==> src/include/lcd_ps_pkg.sv <==
// Shared constants and types for the panel power-save sequencer and its bus host.
// Assumes a 100 MHz system clock on both ends.
package lcd_ps_pkg;

	// Link widths and access spaces
	localparam int        LINK_AW       = 8;
	localparam int        LINK_DW       = 8;
	localparam logic [1:0] SPACE_REG    = 2'h0;
	localparam logic [1:0] SPACE_MEM    = 2'h1;
	localparam logic [1:0] SPACE_LUT    = 2'h2;

	// Device registers on the link
	localparam logic [7:0] MODE_REG_ADDR = 8'h03;
	localparam logic [7:0] GPIO_REG_ADDR = 8'h04;
	localparam logic [7:0] STAT_REG_ADDR = 8'h05;
	localparam logic [1:0] PS_SOFT       = 2'h0;
	localparam logic [1:0] PS_NORMAL     = 2'h3;
	localparam logic [1:0] PS_RESET      = 2'h0;
	localparam logic [7:0] GPIO_RESET    = 8'h00;

	// Power sequencing in frames
	localparam int SEQ_FRAMES  = 127;
	localparam int STOP_FRAMES = 128;

	// Timing
	localparam int CLK_PERIOD_NS  = 10;
	localparam int BUS_PERIOD_NS  = 80;
	localparam int MCLK_PERIOD_NS = 40;
	localparam int BUS_HALF_CYC   = (BUS_PERIOD_NS + 2 * CLK_PERIOD_NS - 1) / (2 * CLK_PERIOD_NS);
	localparam int MCLK_HALF_CYC  = (MCLK_PERIOD_NS + 2 * CLK_PERIOD_NS - 1) / (2 * CLK_PERIOD_NS);
	localparam int TAIL_BUS       = 8;
	localparam int TAIL_MCLK      = 12;
	localparam int TAIL_CYC       = (TAIL_BUS * BUS_PERIOD_NS + TAIL_MCLK * MCLK_PERIOD_NS + CLK_PERIOD_NS - 1)
	                                / CLK_PERIOD_NS;
	localparam int WAKE_CYC       = (BUS_PERIOD_NS + CLK_PERIOD_NS - 1) / CLK_PERIOD_NS;
	localparam int MCLK_IDLE_CYC  = 4 * MCLK_HALF_CYC;

	// Host APB map
	localparam logic [31:0] CMD_OFF      = 32'h0000_0000;
	localparam logic [31:0] STAT_OFF     = 32'h0000_0004;
	localparam logic [31:0] CTRL_OFF     = 32'h0000_0008;
	localparam int          CMD_ADDR_LSB = 8;
	localparam int          CMD_SPACE_LSB = 16;
	localparam int          CMD_WRITE_BIT = 18;
	localparam int          STAT_BUSY_BIT = 0;
	localparam int          STAT_STOP_BIT = 1;
	localparam int          STAT_SOFT_BIT = 2;
	localparam int          STAT_RDATA_LSB = 8;
	localparam int          CTRL_HWPS_BIT = 0;
	localparam int          CTRL_MCLK_BIT = 1;
	localparam logic [1:0]  CTRL_RESET    = 2'h2;

	typedef enum logic [1:0] {SEQ_OFF, SEQ_UP, SEQ_ON, SEQ_DOWN} seq_state_t;
	typedef enum logic [1:0] {MODE_NORMAL, MODE_SOFT, MODE_HARD} ps_mode_t;
	typedef enum logic [2:0] {H_IDLE, H_WAKE, H_WAIT, H_RELEASE} host_state_t;

endpackage

==> src/include/lcd_ps_link.sv <==
// Link between the bus host and the panel power-save device.
// The host makes the bus clock and the input clock; the device samples both.
`timescale 1ns/10ps
`default_nettype none
interface lcd_ps_link;
	logic       busClk;
	logic       busSel;
	logic       busWrite;
	logic [1:0] busSpace;
	logic [7:0] busAddr;
	logic [7:0] busWdata;
	logic [7:0] busRdata;
	logic       busReady;
	logic       hwPowerSave;
	logic       inputClock;
	logic       clocksMayStop;

	modport device (
		input  busClk, busSel, busWrite, busSpace, busAddr, busWdata, hwPowerSave, inputClock,
		output busRdata, busReady, clocksMayStop
	);
	modport host (
		output busClk, busSel, busWrite, busSpace, busAddr, busWdata, hwPowerSave, inputClock,
		input  busRdata, busReady, clocksMayStop
	);
endinterface
`default_nettype wire

==> src/core/lcd_power_save_sequencer.sv <==
// Panel power-save device: mode select, access gating, panel power sequencing.
// Assumes link inputs come from another clock domain and are synchronised here.
//
// Behaviour
// - Mode from hardware pin and two bits
// - Soft save: panel off, fetch and timing halted
// - Soft save keeps registers, memory; table blocked
// - Hardware save: bus interface fully disabled
// - Power save forces panel outputs low
// - GPIO output pins keep their state
// - After reset panel power off, outputs low
// - Writing normal bits starts power-up
// - 127 frames between power and signals
// - Host writes table only in normal
// - Soft save entry/exit runs down/up sequence
// - Host may stop bus clock glitch-free
// - Bus clock runs 8 bus+12 input periods
// - Bus clock restarts one period before access; code counts WAKE_CYC high cycles, so access comes 2.5 periods after restart
// - Memory access needs input clock running
// - Soft save: input clock stops after 128
// - Hardware save: input clock stops after 128
//
// Design decisions made here: the register offsets and register access over APB.
`timescale 1ns/10ps
`default_nettype none
module lcd_power_save_sequencer
	import lcd_ps_pkg::*;
#(
	parameter int MEM_DEPTH    = 256,
	parameter int FRAME_CYCLES = 1024,
	parameter int LINE_CYCLES  = 64
) (
	// Clock and reset
	input  wire logic        clk,
	input  wire logic        reset,
	// Bus link
	lcd_ps_link.device       link,
	// Configuration strap
	input  wire logic        hwPsConfigured,
	// Panel
	output logic             panel_power_enable,
	output logic [11:0]      panel_pixel_bus,
	output logic             panel_shift_clock,
	output logic             panel_line_pulse,
	output logic             panel_frame_pulse,
	output logic             panel_data_valid
);

	localparam int SYNC_W = 24;
	localparam int MW     = $clog2(MEM_DEPTH);
	localparam int FW     = $clog2(FRAME_CYCLES);
	localparam int LW     = $clog2(LINE_CYCLES);

	// Input synchroniser
	logic [SYNC_W-1:0] syncMeta;
	logic [SYNC_W-1:0] syncOut;
	wire  [SYNC_W-1:0] syncIn = {link.busClk, link.busSel, link.busWrite, link.busSpace, link.busAddr,
	                             link.busWdata, link.hwPowerSave, hwPsConfigured, link.inputClock};

	always_ff @(posedge clk or posedge reset) begin
		if (reset) begin
			syncMeta <= '0;
			syncOut  <= '0;
		end else begin
			syncMeta <= syncIn;
			syncOut  <= syncMeta;
		end
	end

	wire       busClkS  = syncOut[23];
	wire       selS     = syncOut[22];
	wire       writeS   = syncOut[21];
	wire [1:0] spaceS   = syncOut[20:19];
	wire [7:0] addrS    = syncOut[18:11];
	wire [7:0] wdataS   = syncOut[10:3];
	wire       hwPinS   = syncOut[2];
	wire       hwCfgS   = syncOut[1];
	wire       mclkS    = syncOut[0];

	// State
	logic        busClkPrev;
	logic        mclkPrev;
	logic [7:0]  mclkIdle;
	logic [1:0]  psBits;
	logic [3:0]  gpioOut;
	logic [3:0]  gpioOe;
	logic        ready;
	logic [7:0]  rdata;
	logic [3:0]  lut [16];
	logic [7:0]  mem [MEM_DEPTH];
	logic [FW-1:0] frameCnt;
	logic [LW-1:0] lineCnt;
	logic [6:0]  seqCnt;
	logic [7:0]  psFrames;
	logic [MW-1:0] fetchAddr;
	seq_state_t  seqState;
	seq_state_t  next_seqState;

	// Mode select
	wire       hardPs = hwCfgS & hwPinS;
	ps_mode_t  mode;
	assign mode = hardPs ? MODE_HARD : ((psBits == PS_NORMAL) ? MODE_NORMAL : MODE_SOFT);
	wire       wantOn = (mode == MODE_NORMAL);

	// Access decode
	wire busRise   = busClkS & ~busClkPrev;
	wire mclkAlive = (mclkIdle < 8'(MCLK_IDLE_CYC));
	wire memOk     = (spaceS != SPACE_MEM) | mclkAlive;
	wire access    = busRise & selS & ~ready & ~hardPs & memOk;
	wire doWrite   = access & writeS;
	wire regSpace  = (spaceS == SPACE_REG);
	wire modeWr    = doWrite & regSpace & (addrS == MODE_REG_ADDR);
	wire gpioWr    = doWrite & regSpace & (addrS == GPIO_REG_ADDR);
	wire memWr     = doWrite & (spaceS == SPACE_MEM);
	wire lutOpen   = wantOn;
	wire lutWr     = doWrite & (spaceS == SPACE_LUT) & lutOpen;
	wire [MW-1:0] memIdx = MW'(addrS);

	logic [7:0] readMux;
	wire  [7:0] statWord = {3'h0, link.clocksMayStop, hardPs, 1'b0, seqState};
	assign readMux = (spaceS == SPACE_MEM) ? mem[memIdx] :
	                 (spaceS == SPACE_LUT) ? (lutOpen ? {4'h0, lut[addrS[3:0]]} : 8'h00) :
	                 (addrS == MODE_REG_ADDR) ? {6'h00, psBits} :
	                 (addrS == GPIO_REG_ADDR) ? {gpioOe, gpioOut} :
	                 (addrS == STAT_REG_ADDR) ? statWord : 8'h00;

	// Link answer
	always_ff @(posedge clk or posedge reset) begin
		if (reset) begin
			busClkPrev <= 1'b0;
			ready      <= 1'b0;
			rdata      <= 8'h00;
		end else begin
			busClkPrev <= busClkS;
			if (access) begin
				ready <= 1'b1;
				rdata <= readMux;
			end else if (!selS) begin
				ready <= 1'b0;
			end
		end
	end
	assign link.busReady = ready;
	assign link.busRdata = rdata;

	// Input clock activity
	always_ff @(posedge clk or posedge reset) begin
		if (reset) begin
			mclkPrev <= 1'b0;
			mclkIdle <= 8'(MCLK_IDLE_CYC);
		end else begin
			mclkPrev <= mclkS;
			if (mclkS != mclkPrev)
				mclkIdle <= 8'h00;
			else if (mclkAlive)
				mclkIdle <= mclkIdle + 8'h01;
		end
	end

	// Registers
	always_ff @(posedge clk or posedge reset) begin
		if (reset) begin
			psBits  <= PS_RESET;
			gpioOut <= GPIO_RESET[3:0];
			gpioOe  <= GPIO_RESET[7:4];
		end else begin
			if (modeWr)
				psBits <= wdataS[1:0];
			if (gpioWr) begin
				gpioOut <= wdataS[3:0];
				gpioOe  <= wdataS[7:4];
			end
		end
	end

	always_ff @(posedge clk) begin
		if (memWr)
			mem[memIdx] <= wdataS;
		if (lutWr)
			lut[addrS[3:0]] <= wdataS[3:0];
	end

	// Frame ticks for sequence timing
	wire frameTick = (frameCnt == FW'(FRAME_CYCLES - 1));
	wire seqLast   = frameTick & (seqCnt == 7'(SEQ_FRAMES - 1));

	always_ff @(posedge clk or posedge reset) begin
		if (reset) begin
			frameCnt <= '0;
			psFrames <= 8'h00;
		end else begin
			frameCnt <= frameTick ? '0 : frameCnt + FW'(1);
			if (wantOn)
				psFrames <= 8'h00;
			else if (frameTick && psFrames != 8'(STOP_FRAMES))
				psFrames <= psFrames + 8'h01;
		end
	end

	// Power sequencer
	always_comb begin
		next_seqState = seqState;
		case (seqState)
			SEQ_OFF:  if (wantOn) next_seqState = SEQ_UP;
			SEQ_UP:   if (!wantOn) next_seqState = SEQ_OFF;
			          else if (seqLast) next_seqState = SEQ_ON;
			SEQ_ON:   if (!wantOn) next_seqState = SEQ_DOWN;
			SEQ_DOWN: if (seqLast) next_seqState = SEQ_OFF;
			default:  next_seqState = SEQ_OFF;
		endcase
	end

	always_ff @(posedge clk or posedge reset) begin
		if (reset) begin
			seqState <= SEQ_OFF;
			seqCnt   <= 7'h00;
		end else begin
			seqState <= next_seqState;
			if (next_seqState != seqState)
				seqCnt <= 7'h00;
			else if (frameTick)
				seqCnt <= seqCnt + 7'h01;
		end
	end

	assign link.clocksMayStop = (seqState == SEQ_OFF) && (psFrames == 8'(STOP_FRAMES));

	// Display timing and refresh, running only when on
	wire        active   = (seqState == SEQ_ON);
	wire        lineEnd  = (lineCnt == LW'(LINE_CYCLES - 1));
	wire [7:0]  pixByte  = mem[fetchAddr];
	wire [3:0]  pixHigh  = lut[pixByte[3:0]];
	logic [3:0] gpioPins;
	assign gpioPins = (gpioOe & gpioOut) | (~gpioOe & (active ? pixHigh : 4'h0));

	always_ff @(posedge clk or posedge reset) begin
		if (reset) begin
			lineCnt            <= '0;
			fetchAddr          <= '0;
			panel_power_enable <= 1'b0;
			panel_pixel_bus    <= 12'h000;
			panel_shift_clock  <= 1'b0;
			panel_line_pulse   <= 1'b0;
			panel_frame_pulse  <= 1'b0;
			panel_data_valid   <= 1'b0;
		end else begin
			lineCnt            <= (active && !lineEnd) ? lineCnt + LW'(1) : '0;
			fetchAddr          <= active ? fetchAddr + MW'(1) : '0;
			panel_power_enable <= (seqState != SEQ_OFF);
			panel_pixel_bus    <= {gpioPins, active ? pixByte : 8'h00};
			panel_shift_clock  <= active & ~panel_shift_clock;
			panel_line_pulse   <= active & lineEnd;
			panel_frame_pulse  <= active & frameTick;
			panel_data_valid   <= active & ~lineEnd;
		end
	end

endmodule
`default_nettype wire

==> src/flat_wrapper.sv <==
// flat-port wrapper written by rule: the top's interface ports become plain ports
module lcd_power_save_sequencer_flat import lcd_ps_pkg::*;
#(
	parameter int MEM_DEPTH    = 256,
	parameter int FRAME_CYCLES = 1024,
	parameter int LINE_CYCLES  = 64
)
  (clk, reset, hwPsConfigured, panel_power_enable, panel_pixel_bus, panel_shift_clock, panel_line_pulse, panel_frame_pulse, panel_data_valid, link_busClk, link_busSel, link_busWrite, link_busSpace, link_busAddr, link_busWdata, link_hwPowerSave, link_inputClock, link_busRdata, link_busReady, link_clocksMayStop);
  lcd_ps_link link_i ();
  input  wire logic clk;
  input  wire logic reset;
  input  wire logic hwPsConfigured;
  output logic panel_power_enable;
  output logic [11:0] panel_pixel_bus;
  output logic panel_shift_clock;
  output logic panel_line_pulse;
  output logic panel_frame_pulse;
  output logic panel_data_valid;
  input wire logic [$bits(link_i.busClk)-1:0] link_busClk;
  input wire logic [$bits(link_i.busSel)-1:0] link_busSel;
  input wire logic [$bits(link_i.busWrite)-1:0] link_busWrite;
  input wire logic [$bits(link_i.busSpace)-1:0] link_busSpace;
  input wire logic [$bits(link_i.busAddr)-1:0] link_busAddr;
  input wire logic [$bits(link_i.busWdata)-1:0] link_busWdata;
  input wire logic [$bits(link_i.hwPowerSave)-1:0] link_hwPowerSave;
  input wire logic [$bits(link_i.inputClock)-1:0] link_inputClock;
  output wire logic [$bits(link_i.busRdata)-1:0] link_busRdata;
  output wire logic [$bits(link_i.busReady)-1:0] link_busReady;
  output wire logic [$bits(link_i.clocksMayStop)-1:0] link_clocksMayStop;
  assign link_i.busClk = link_busClk;
  assign link_i.busSel = link_busSel;
  assign link_i.busWrite = link_busWrite;
  assign link_i.busSpace = link_busSpace;
  assign link_i.busAddr = link_busAddr;
  assign link_i.busWdata = link_busWdata;
  assign link_i.hwPowerSave = link_hwPowerSave;
  assign link_i.inputClock = link_inputClock;
  assign link_busRdata = link_i.busRdata;
  assign link_busReady = link_i.busReady;
  assign link_clocksMayStop = link_i.clocksMayStop;
  lcd_power_save_sequencer #(.MEM_DEPTH(MEM_DEPTH), .FRAME_CYCLES(FRAME_CYCLES), .LINE_CYCLES(LINE_CYCLES)) u_core (.clk(clk), .reset(reset), .link(link_i), .hwPsConfigured(hwPsConfigured), .panel_power_enable(panel_power_enable), .panel_pixel_bus(panel_pixel_bus), .panel_shift_clock(panel_shift_clock), .panel_line_pulse(panel_line_pulse), .panel_frame_pulse(panel_frame_pulse), .panel_data_valid(panel_data_valid));
endmodule
==> config.mk <==
export PLATFORM = sky130hd
export DESIGN_NAME = lcd_power_save_sequencer_flat
export DESIGN_NICKNAME = d
export VERILOG_FILES = /design/src/include/lcd_ps_pkg.sv /design/src/include/lcd_ps_link.sv /design/src/core/lcd_power_save_sequencer.sv /design/src/flat_wrapper.sv
export SDC_FILE = /design/constraint.sdc
export NUM_CORES = 2
export LEC_CHECK = 0
export BUFFER_PORTS_ARGS = -buffer_cell sky130_fd_sc_hd__buf_2
export CAP_MARGIN = 20
export CORE_MARGIN = 2
export CORE_UTILIZATION = 69
export CTS_CLUSTER_DIAMETER = 40
export DETAILED_ROUTE_END_ITERATION = 10
export PLACE_DENSITY_LB_ADDON = 0.2
export SLEW_MARGIN = 5
export SYNTH_ARGS = -nofsm -noshare
export SYNTH_HDL_FRONTEND = slang
export SYNTH_SLANG_ARGS = --single-unit
==> constraint.sdc <==
create_clock -name clk -period 6.9 [get_ports clk]
set_clock_uncertainty 0.05 [all_clocks]
set_input_delay 0.345 -clock clk [delete_from_list [all_inputs] [get_ports clk]]
set_output_delay 0.345 -clock clk [all_outputs]
set_load 0.01 [all_outputs]
## Yosys cells after proc, flatten, opt, wreduce, memory -nomap -nowiden

Memory sizes are Yosys's and may differ from the RTL's.
Index checks and enable logic that the tools add are counted.
W data, S select, Z words.

| word-level totals | value |
|---|---|
| memories kept | 2 |
| input port bits | 26 |
| RAM bits | 2112 |
| register bits | 135 |
| word-level logic and storage cells | 119 |

Memories:

| memory | depth | width | read ports | clocked after Yosys merged registers in | wr ports | RTL line | RTL |
|---|---|---|---|---|---|---|---|
| u_core.mem | 256 | 8 | 2 | 0 | 1 | lcd_power_save_sequencer.sv:90 | `logic [7:0] mem [MEM_DEPTH];` |
| u_core.lut | 16 | 4 | 2 | 0 | 1 | lcd_power_save_sequencer.sv:89 | `logic [3:0] lut [16];` |

| operators by class | value |
|---|---|
| order comparisons | 1 |
| equality and inequality tests | 18 |
| reduce and logical (&&, ||, !) cells | 11 |
| bitwise logic cells | 28 |
| mux-type cells | 31 |
| add/sub/neg operators | 6 |

Operator list:

| cell | count |
|---|---|
| $mux W8 | 10 |
| $add A8 B1 Y8 const B | 3 |
| $and A1 B1 Y1 | 18 |
| $eq A8 B3 Y1 const B | 2 |
| $mux W7 | 2 |
| $mux W2 | 6 |
| $add A10 B1 Y10 const B | 1 |
| $eq A10 B10 Y1 const B | 1 |
| $mux W10 | 1 |
| $and A4 B4 Y4 | 2 |
| $eq A2 B2 Y1 const B | 4 |
| $eq A8 B2 Y1 const B | 1 |
| $eq A8 B8 Y1 const B | 1 |
| $lt A8 B4 Y1 const B | 1 |
| $mux W4 | 2 |
| $ne A8 B8 Y1 const B | 1 |
| $pmux W2 S4 | 1 |
| $reduce_bool A2 Y1 | 4 |
| $add A7 B1 Y7 const B | 1 |
| $eq A7 B7 Y1 const B | 1 |
| $mux W1 | 7 |
| $add A6 B1 Y6 const B | 1 |
| $eq A6 B6 Y1 const B | 1 |
| $logic_not A2 Y1 | 3 |
| other kinds (13) | 20 |

## Depth between registers and ports, before layout

| depth | value |
|---|---|
| depth after elaboration | 11 |
| gate-level depth with buffers | 18 |
| depth with buffers taken out | 10 |

## Worst setup path after synthesis

OpenSTA, ideal clock, no wires.

| timing path | value |
|---|---|
| kind | register to register |
| start | register u_core.syncOut[3] |
| end | memory u_core.lut[0][0] (data pin) |
| period minus slack after synthesis | 4.263 ns |
| arrival time | 3.370 ns |
| library setup time | 0.843 ns |
| cell stages (with the launch flop) | 1 |
| slack | 2.637 ns |
| cells stage by stage | dfrtp_1 |

RTL lines:

| what | RTL line | RTL |
|---|---|---|
| start: declaration | lcd_power_save_sequencer.sv:56 | `logic [SYNC_W-1:0] syncOut;` |
| start signal: assignment | lcd_power_save_sequencer.sv:66 | `syncOut <= syncMeta;` |
| end: declaration | lcd_power_save_sequencer.sv:89 |  |

No word-level cell before the write port.

## Worst setup path after layout

| timing path | value |
|---|---|
| start | register u_core.fetchAddr[0] |
| end | register u_core.panel_pixel_bus[10] |

| on the way | value |
|---|---|
| word-level cells in the longest chain between the ends | 5 |

Ends and longest elaborated chain:

| what | RTL line | RTL |
|---|---|---|
| start: declaration | lcd_power_save_sequencer.sv:95 | `logic [MW-1:0] fetchAddr;` |
| start signal: assignment | lcd_power_save_sequencer.sv:248 | `fetchAddr <= active ? fetchAddr + MW'(1) : '0;` |
| $mem_v2 Z256 W8 | -- |  |
| $mem_v2 Z16 W4 | -- |  |
| $mux W4 | lcd_power_save_sequencer.sv:234 | `assign gpioPins = (gpioOe & gpioOut) \| (~gpioOe & (active ? pixHigh : 4'h0));` |
| $and A4 B4 Y4 | lcd_power_save_sequencer.sv:234 |  |
| $or A4 B4 Y4 | lcd_power_save_sequencer.sv:234 |  |
| via u_core.gpioPins[2] | lcd_power_save_sequencer.sv:233 | `logic [3:0] gpioPins;` |
| end signal: assignment | lcd_power_save_sequencer.sv:250 | `panel_pixel_bus <= {gpioPins, active ? pixByte : 8'h00};` |
| end: declaration | lcd_power_save_sequencer.sv:42 | `output logic [11:0] panel_pixel_bus,` |

The timed path passes the listed nets, and every way through them passes these cells.
A chain may end at the register's enable or synchronous reset.

==> run metrics <==
# setup viols final 0; Final WS setup roughly 1.1 ns; Worst setup EP type flop; min Tclk post-route between 5 and 6 ns; P_int between 20 and 25 mW; clock slew at reported path FFs 0.06 ns; multi-input logic area around 35000 sq um; most frequent cells in the layout edfxtp_1, mux4_2, nor2_1, mux2i_1, clkbuf_16; Critical Path RT about 7.7 ns; worst reg2reg setup slack roughly 1.1 ns; WL per Instance around 42 um; worst reg2reg startpoint u_core.fetchAddr[0]; Flop pwr share approximately half; vias in the first global route roughly 64k; async set-reset flop share out of synthesis under 10%; Clk pwr share a little under half; CTS tree yes; min-delay worst type in -> reg; Worst Setup EP u_core.panel_pixel_bus[10]; worst slack, placed around 1.3 ns; Std-Cell Core Area ~150000 sq um; ys flop type edfxtp_1; Final Hold Vio Count 0; fin nets 5619; status completed; Max FO, Critical Path 54; Mapped Area 104000 sq um; syn avg cell area around 19 sq um; Ys Warns 0; Achievable Freq between 150 and 200 MHz; beginning of the critical path u_core.fetchAddr[0]; pin count of the biggest net entering global routing 240; vias per inst approximately 8.3; FF-to-FF path depth 13; Max Slew Vio Count 0; post-DP HPWL 195000 um; GRT Overall Usage ~44%; Worst Tran Pin Value ~1.3 ns; DRT iter0 DRCs approximately 12k; Mapped Nets between 5k and 6k; Worst IR Drop VDD between 0.3 and 0.4 mV; # rows between 100 and 150; share of layout cells above drive strength 1 31.7%; kind of critical path reg -> reg; number of fill cells 7539; Root Driver clkbuf_16; GRT Residual Overflow 0; startpoint types flop; area delta synth->final 12.1%; post-route ant nets 0; number of synthesized register bits 2247; initial antenna violation count 28; Synth Instances about 5.4k; Worst slew margin roughly an eighth; number of clock sinks approximately 2.2k; Sw Share about 22%; # IOs 53; Storage cell area roughly 67000 sq um; Setup Buffers After CTS 0; unrepaired setup endpoints after global routing false; first-pass GRT wire length roughly 470000 um; MaxCap Viol Count 0; clk_lat worst skew slightly above 0.9 ns; Die Ht 393 um; # DRC 0; CP Data Arrival Time 6.59 ns; most common cell after layout, fill and taps aside edfxtp_1; Post-synth EDFFs between 2k and 2.5k; Cell variety after synth 78; Clock Tree Buf Depth 4; setup TNS 0 ns; GPL Wtd Cong ~0.95; Routed WL around 330000 um; pwr/cell area 267 nW/um^2; NetSw 6.88 mW; Num CTS Buffers ~290; Core Util, Final just under 80%; Comb pwr share around 4.0%; sequential area share after synthesis between 60% and 70%; htree depth 5; vias about 65k; die area around 150000 sq um; Port-buffer cells 52; period utilization 84.1%; reg-to-reg endpoint u_core.panel_pixel_bus[10]; first drt pass iteration count 8; Pleak ~36 nW; Starting Density 69.5%; Die Wd between 300 and 400 um
worst min-delay path by stage:
stage | depth (start not counted) | slack (ns) | start | end
final | 2 | 0.05 | link_busAddr[5] | u_core.syncMeta[16]
after global routing | 2 | 0.05 | link_busAddr[5] | u_core.syncMeta[16]
after CTS | 2 | 0.0005 | link_busAddr[1] | u_core.syncMeta[12]
after detailed placement | 0 | 0.29 | u_core.syncMeta[11] | u_core.syncOut[11]
after global placement | 0 | 0.28 | u_core.syncMeta[15] | u_core.syncOut[15]
after floorplan | 0 | 0.28 | u_core.syncMeta[0] | u_core.syncOut[0]
per-stage QoR:
stage          power [mW]  hold WS, ns  instances  cell area (sq um)
5_1_grt              31.6       0.0471       7816             117000
2_1_floorplan        16.1        0.281       5421             104000
3_3_place_gp         16.4        0.282       7228             107000
4_1_cts              31.0     0.000487       7793             116000
3_5_place_dp         16.5        0.286       7240             107000
6_report             31.1       0.0501       7832             117000
synthesized netlist by cell type (67+ instances only):
cell type  number  area, sq um
edfxtp_1     2112        63400
mux4_2       1053        23700
nor2_1        333         1250
mux2i_1       313         3130
clkbuf_1      197          739
nand2_1       185          694
o221ai_1      137         1200
dfrtp_1       134         3350
a21oi_1       104          521
buf_2          93          465
o22ai_1        72          450
nand3_1        67          335
routing by layer:
layer / global-route usage [%] / up-vias / wire (um)
met1: 55.5 / 32828 / 101000
met3: 18.2 / 1564 / 56800
met5: 0.670 / - / 348
li1: - / 23583 / -
met2: 63.1 / 7099 / 149000
met4: 26.8 / 36 / 24600
layout make-up:
| type | count | area share [%] |
|---|---|---|
| Multi-Input combinational cell | 2728 | 30.1 |
| Clock buffer | 352 | 6.63 |
| Inverter | 20 | 0.0729 |
| Clock inverter | 158 | 1.38 |
| Sequential cell | 2247 | 57.3 |
| Antenna cell | 17 | 0.0364 |
| Timing Repair Buffer | 294 | 2.35 |
| Tap cell | 2016 | 2.16 |
power groups by stage:
stage	registers (mW)	logic (mW)	clock network [mW]
2_1_floorplan	15.4	0.682	0
3_3_place_gp	15.3	1.13	0
3_5_place_dp	15.3	1.16	0
4_1_cts	15.0	1.19	14.8
5_1_grt	15.0	1.26	15.3
6_report	15.0	1.24	14.9
timing repair:
item | CTS | global route
endpoints found under the hold margin | 103 | 0
hold buffers | 43 | 0
gates resized for setup | 0 | 0
endpoints found under the setup margin | 0 | 0
registers in the layout, indices dropped and copies added (netlist names), 4 cells and up:
name / flops
u_core.fetchAddr: 8
u_core.frameCnt: 10
u_core.gpioOe: 4
u_core.gpioOut: 4
u_core.lineCnt: 6
u_core.link.busRdata: 8
u_core.lut: 64
u_core.mclkIdle: 8
u_core.mem: 2048
u_core.panel_pixel_bus: 12
u_core.psFrames: 8
u_core.seqCnt: 7
u_core.syncMeta: 24
u_core.syncOut: 24
critical path, stage by stage (launching register included):
cell	delay, ns
dfrtp_4	1.00
buf_12	0.45
buf_4	0.56
mux4_2	0.62
nand2_1	0.11
a31oi_1	0.13
nor3_1	0.63
a211oi_1	0.33
nor3_4	0.32
buf_4	0.43
mux2i_1	0.17
mux2_2	0.29
a211o_1	0.30
o211ai_2	0.14
logic make-up (layout without fill, tap and decap cells):
kind of cell	Yosys count	in the layout	synth area share [%]
xor+xnor	30	30	0.252
simple gates	728	728	3.04
compound gates	555	555	3.86
other cells	0	17	0
mux	1407	1407	26.4
fa+ha+maj	8	8	0.0961
flops	2247	2247	64.1
buf+inv	446	824	2.26
Note: power is estimated with default switching activity, not from simulation.
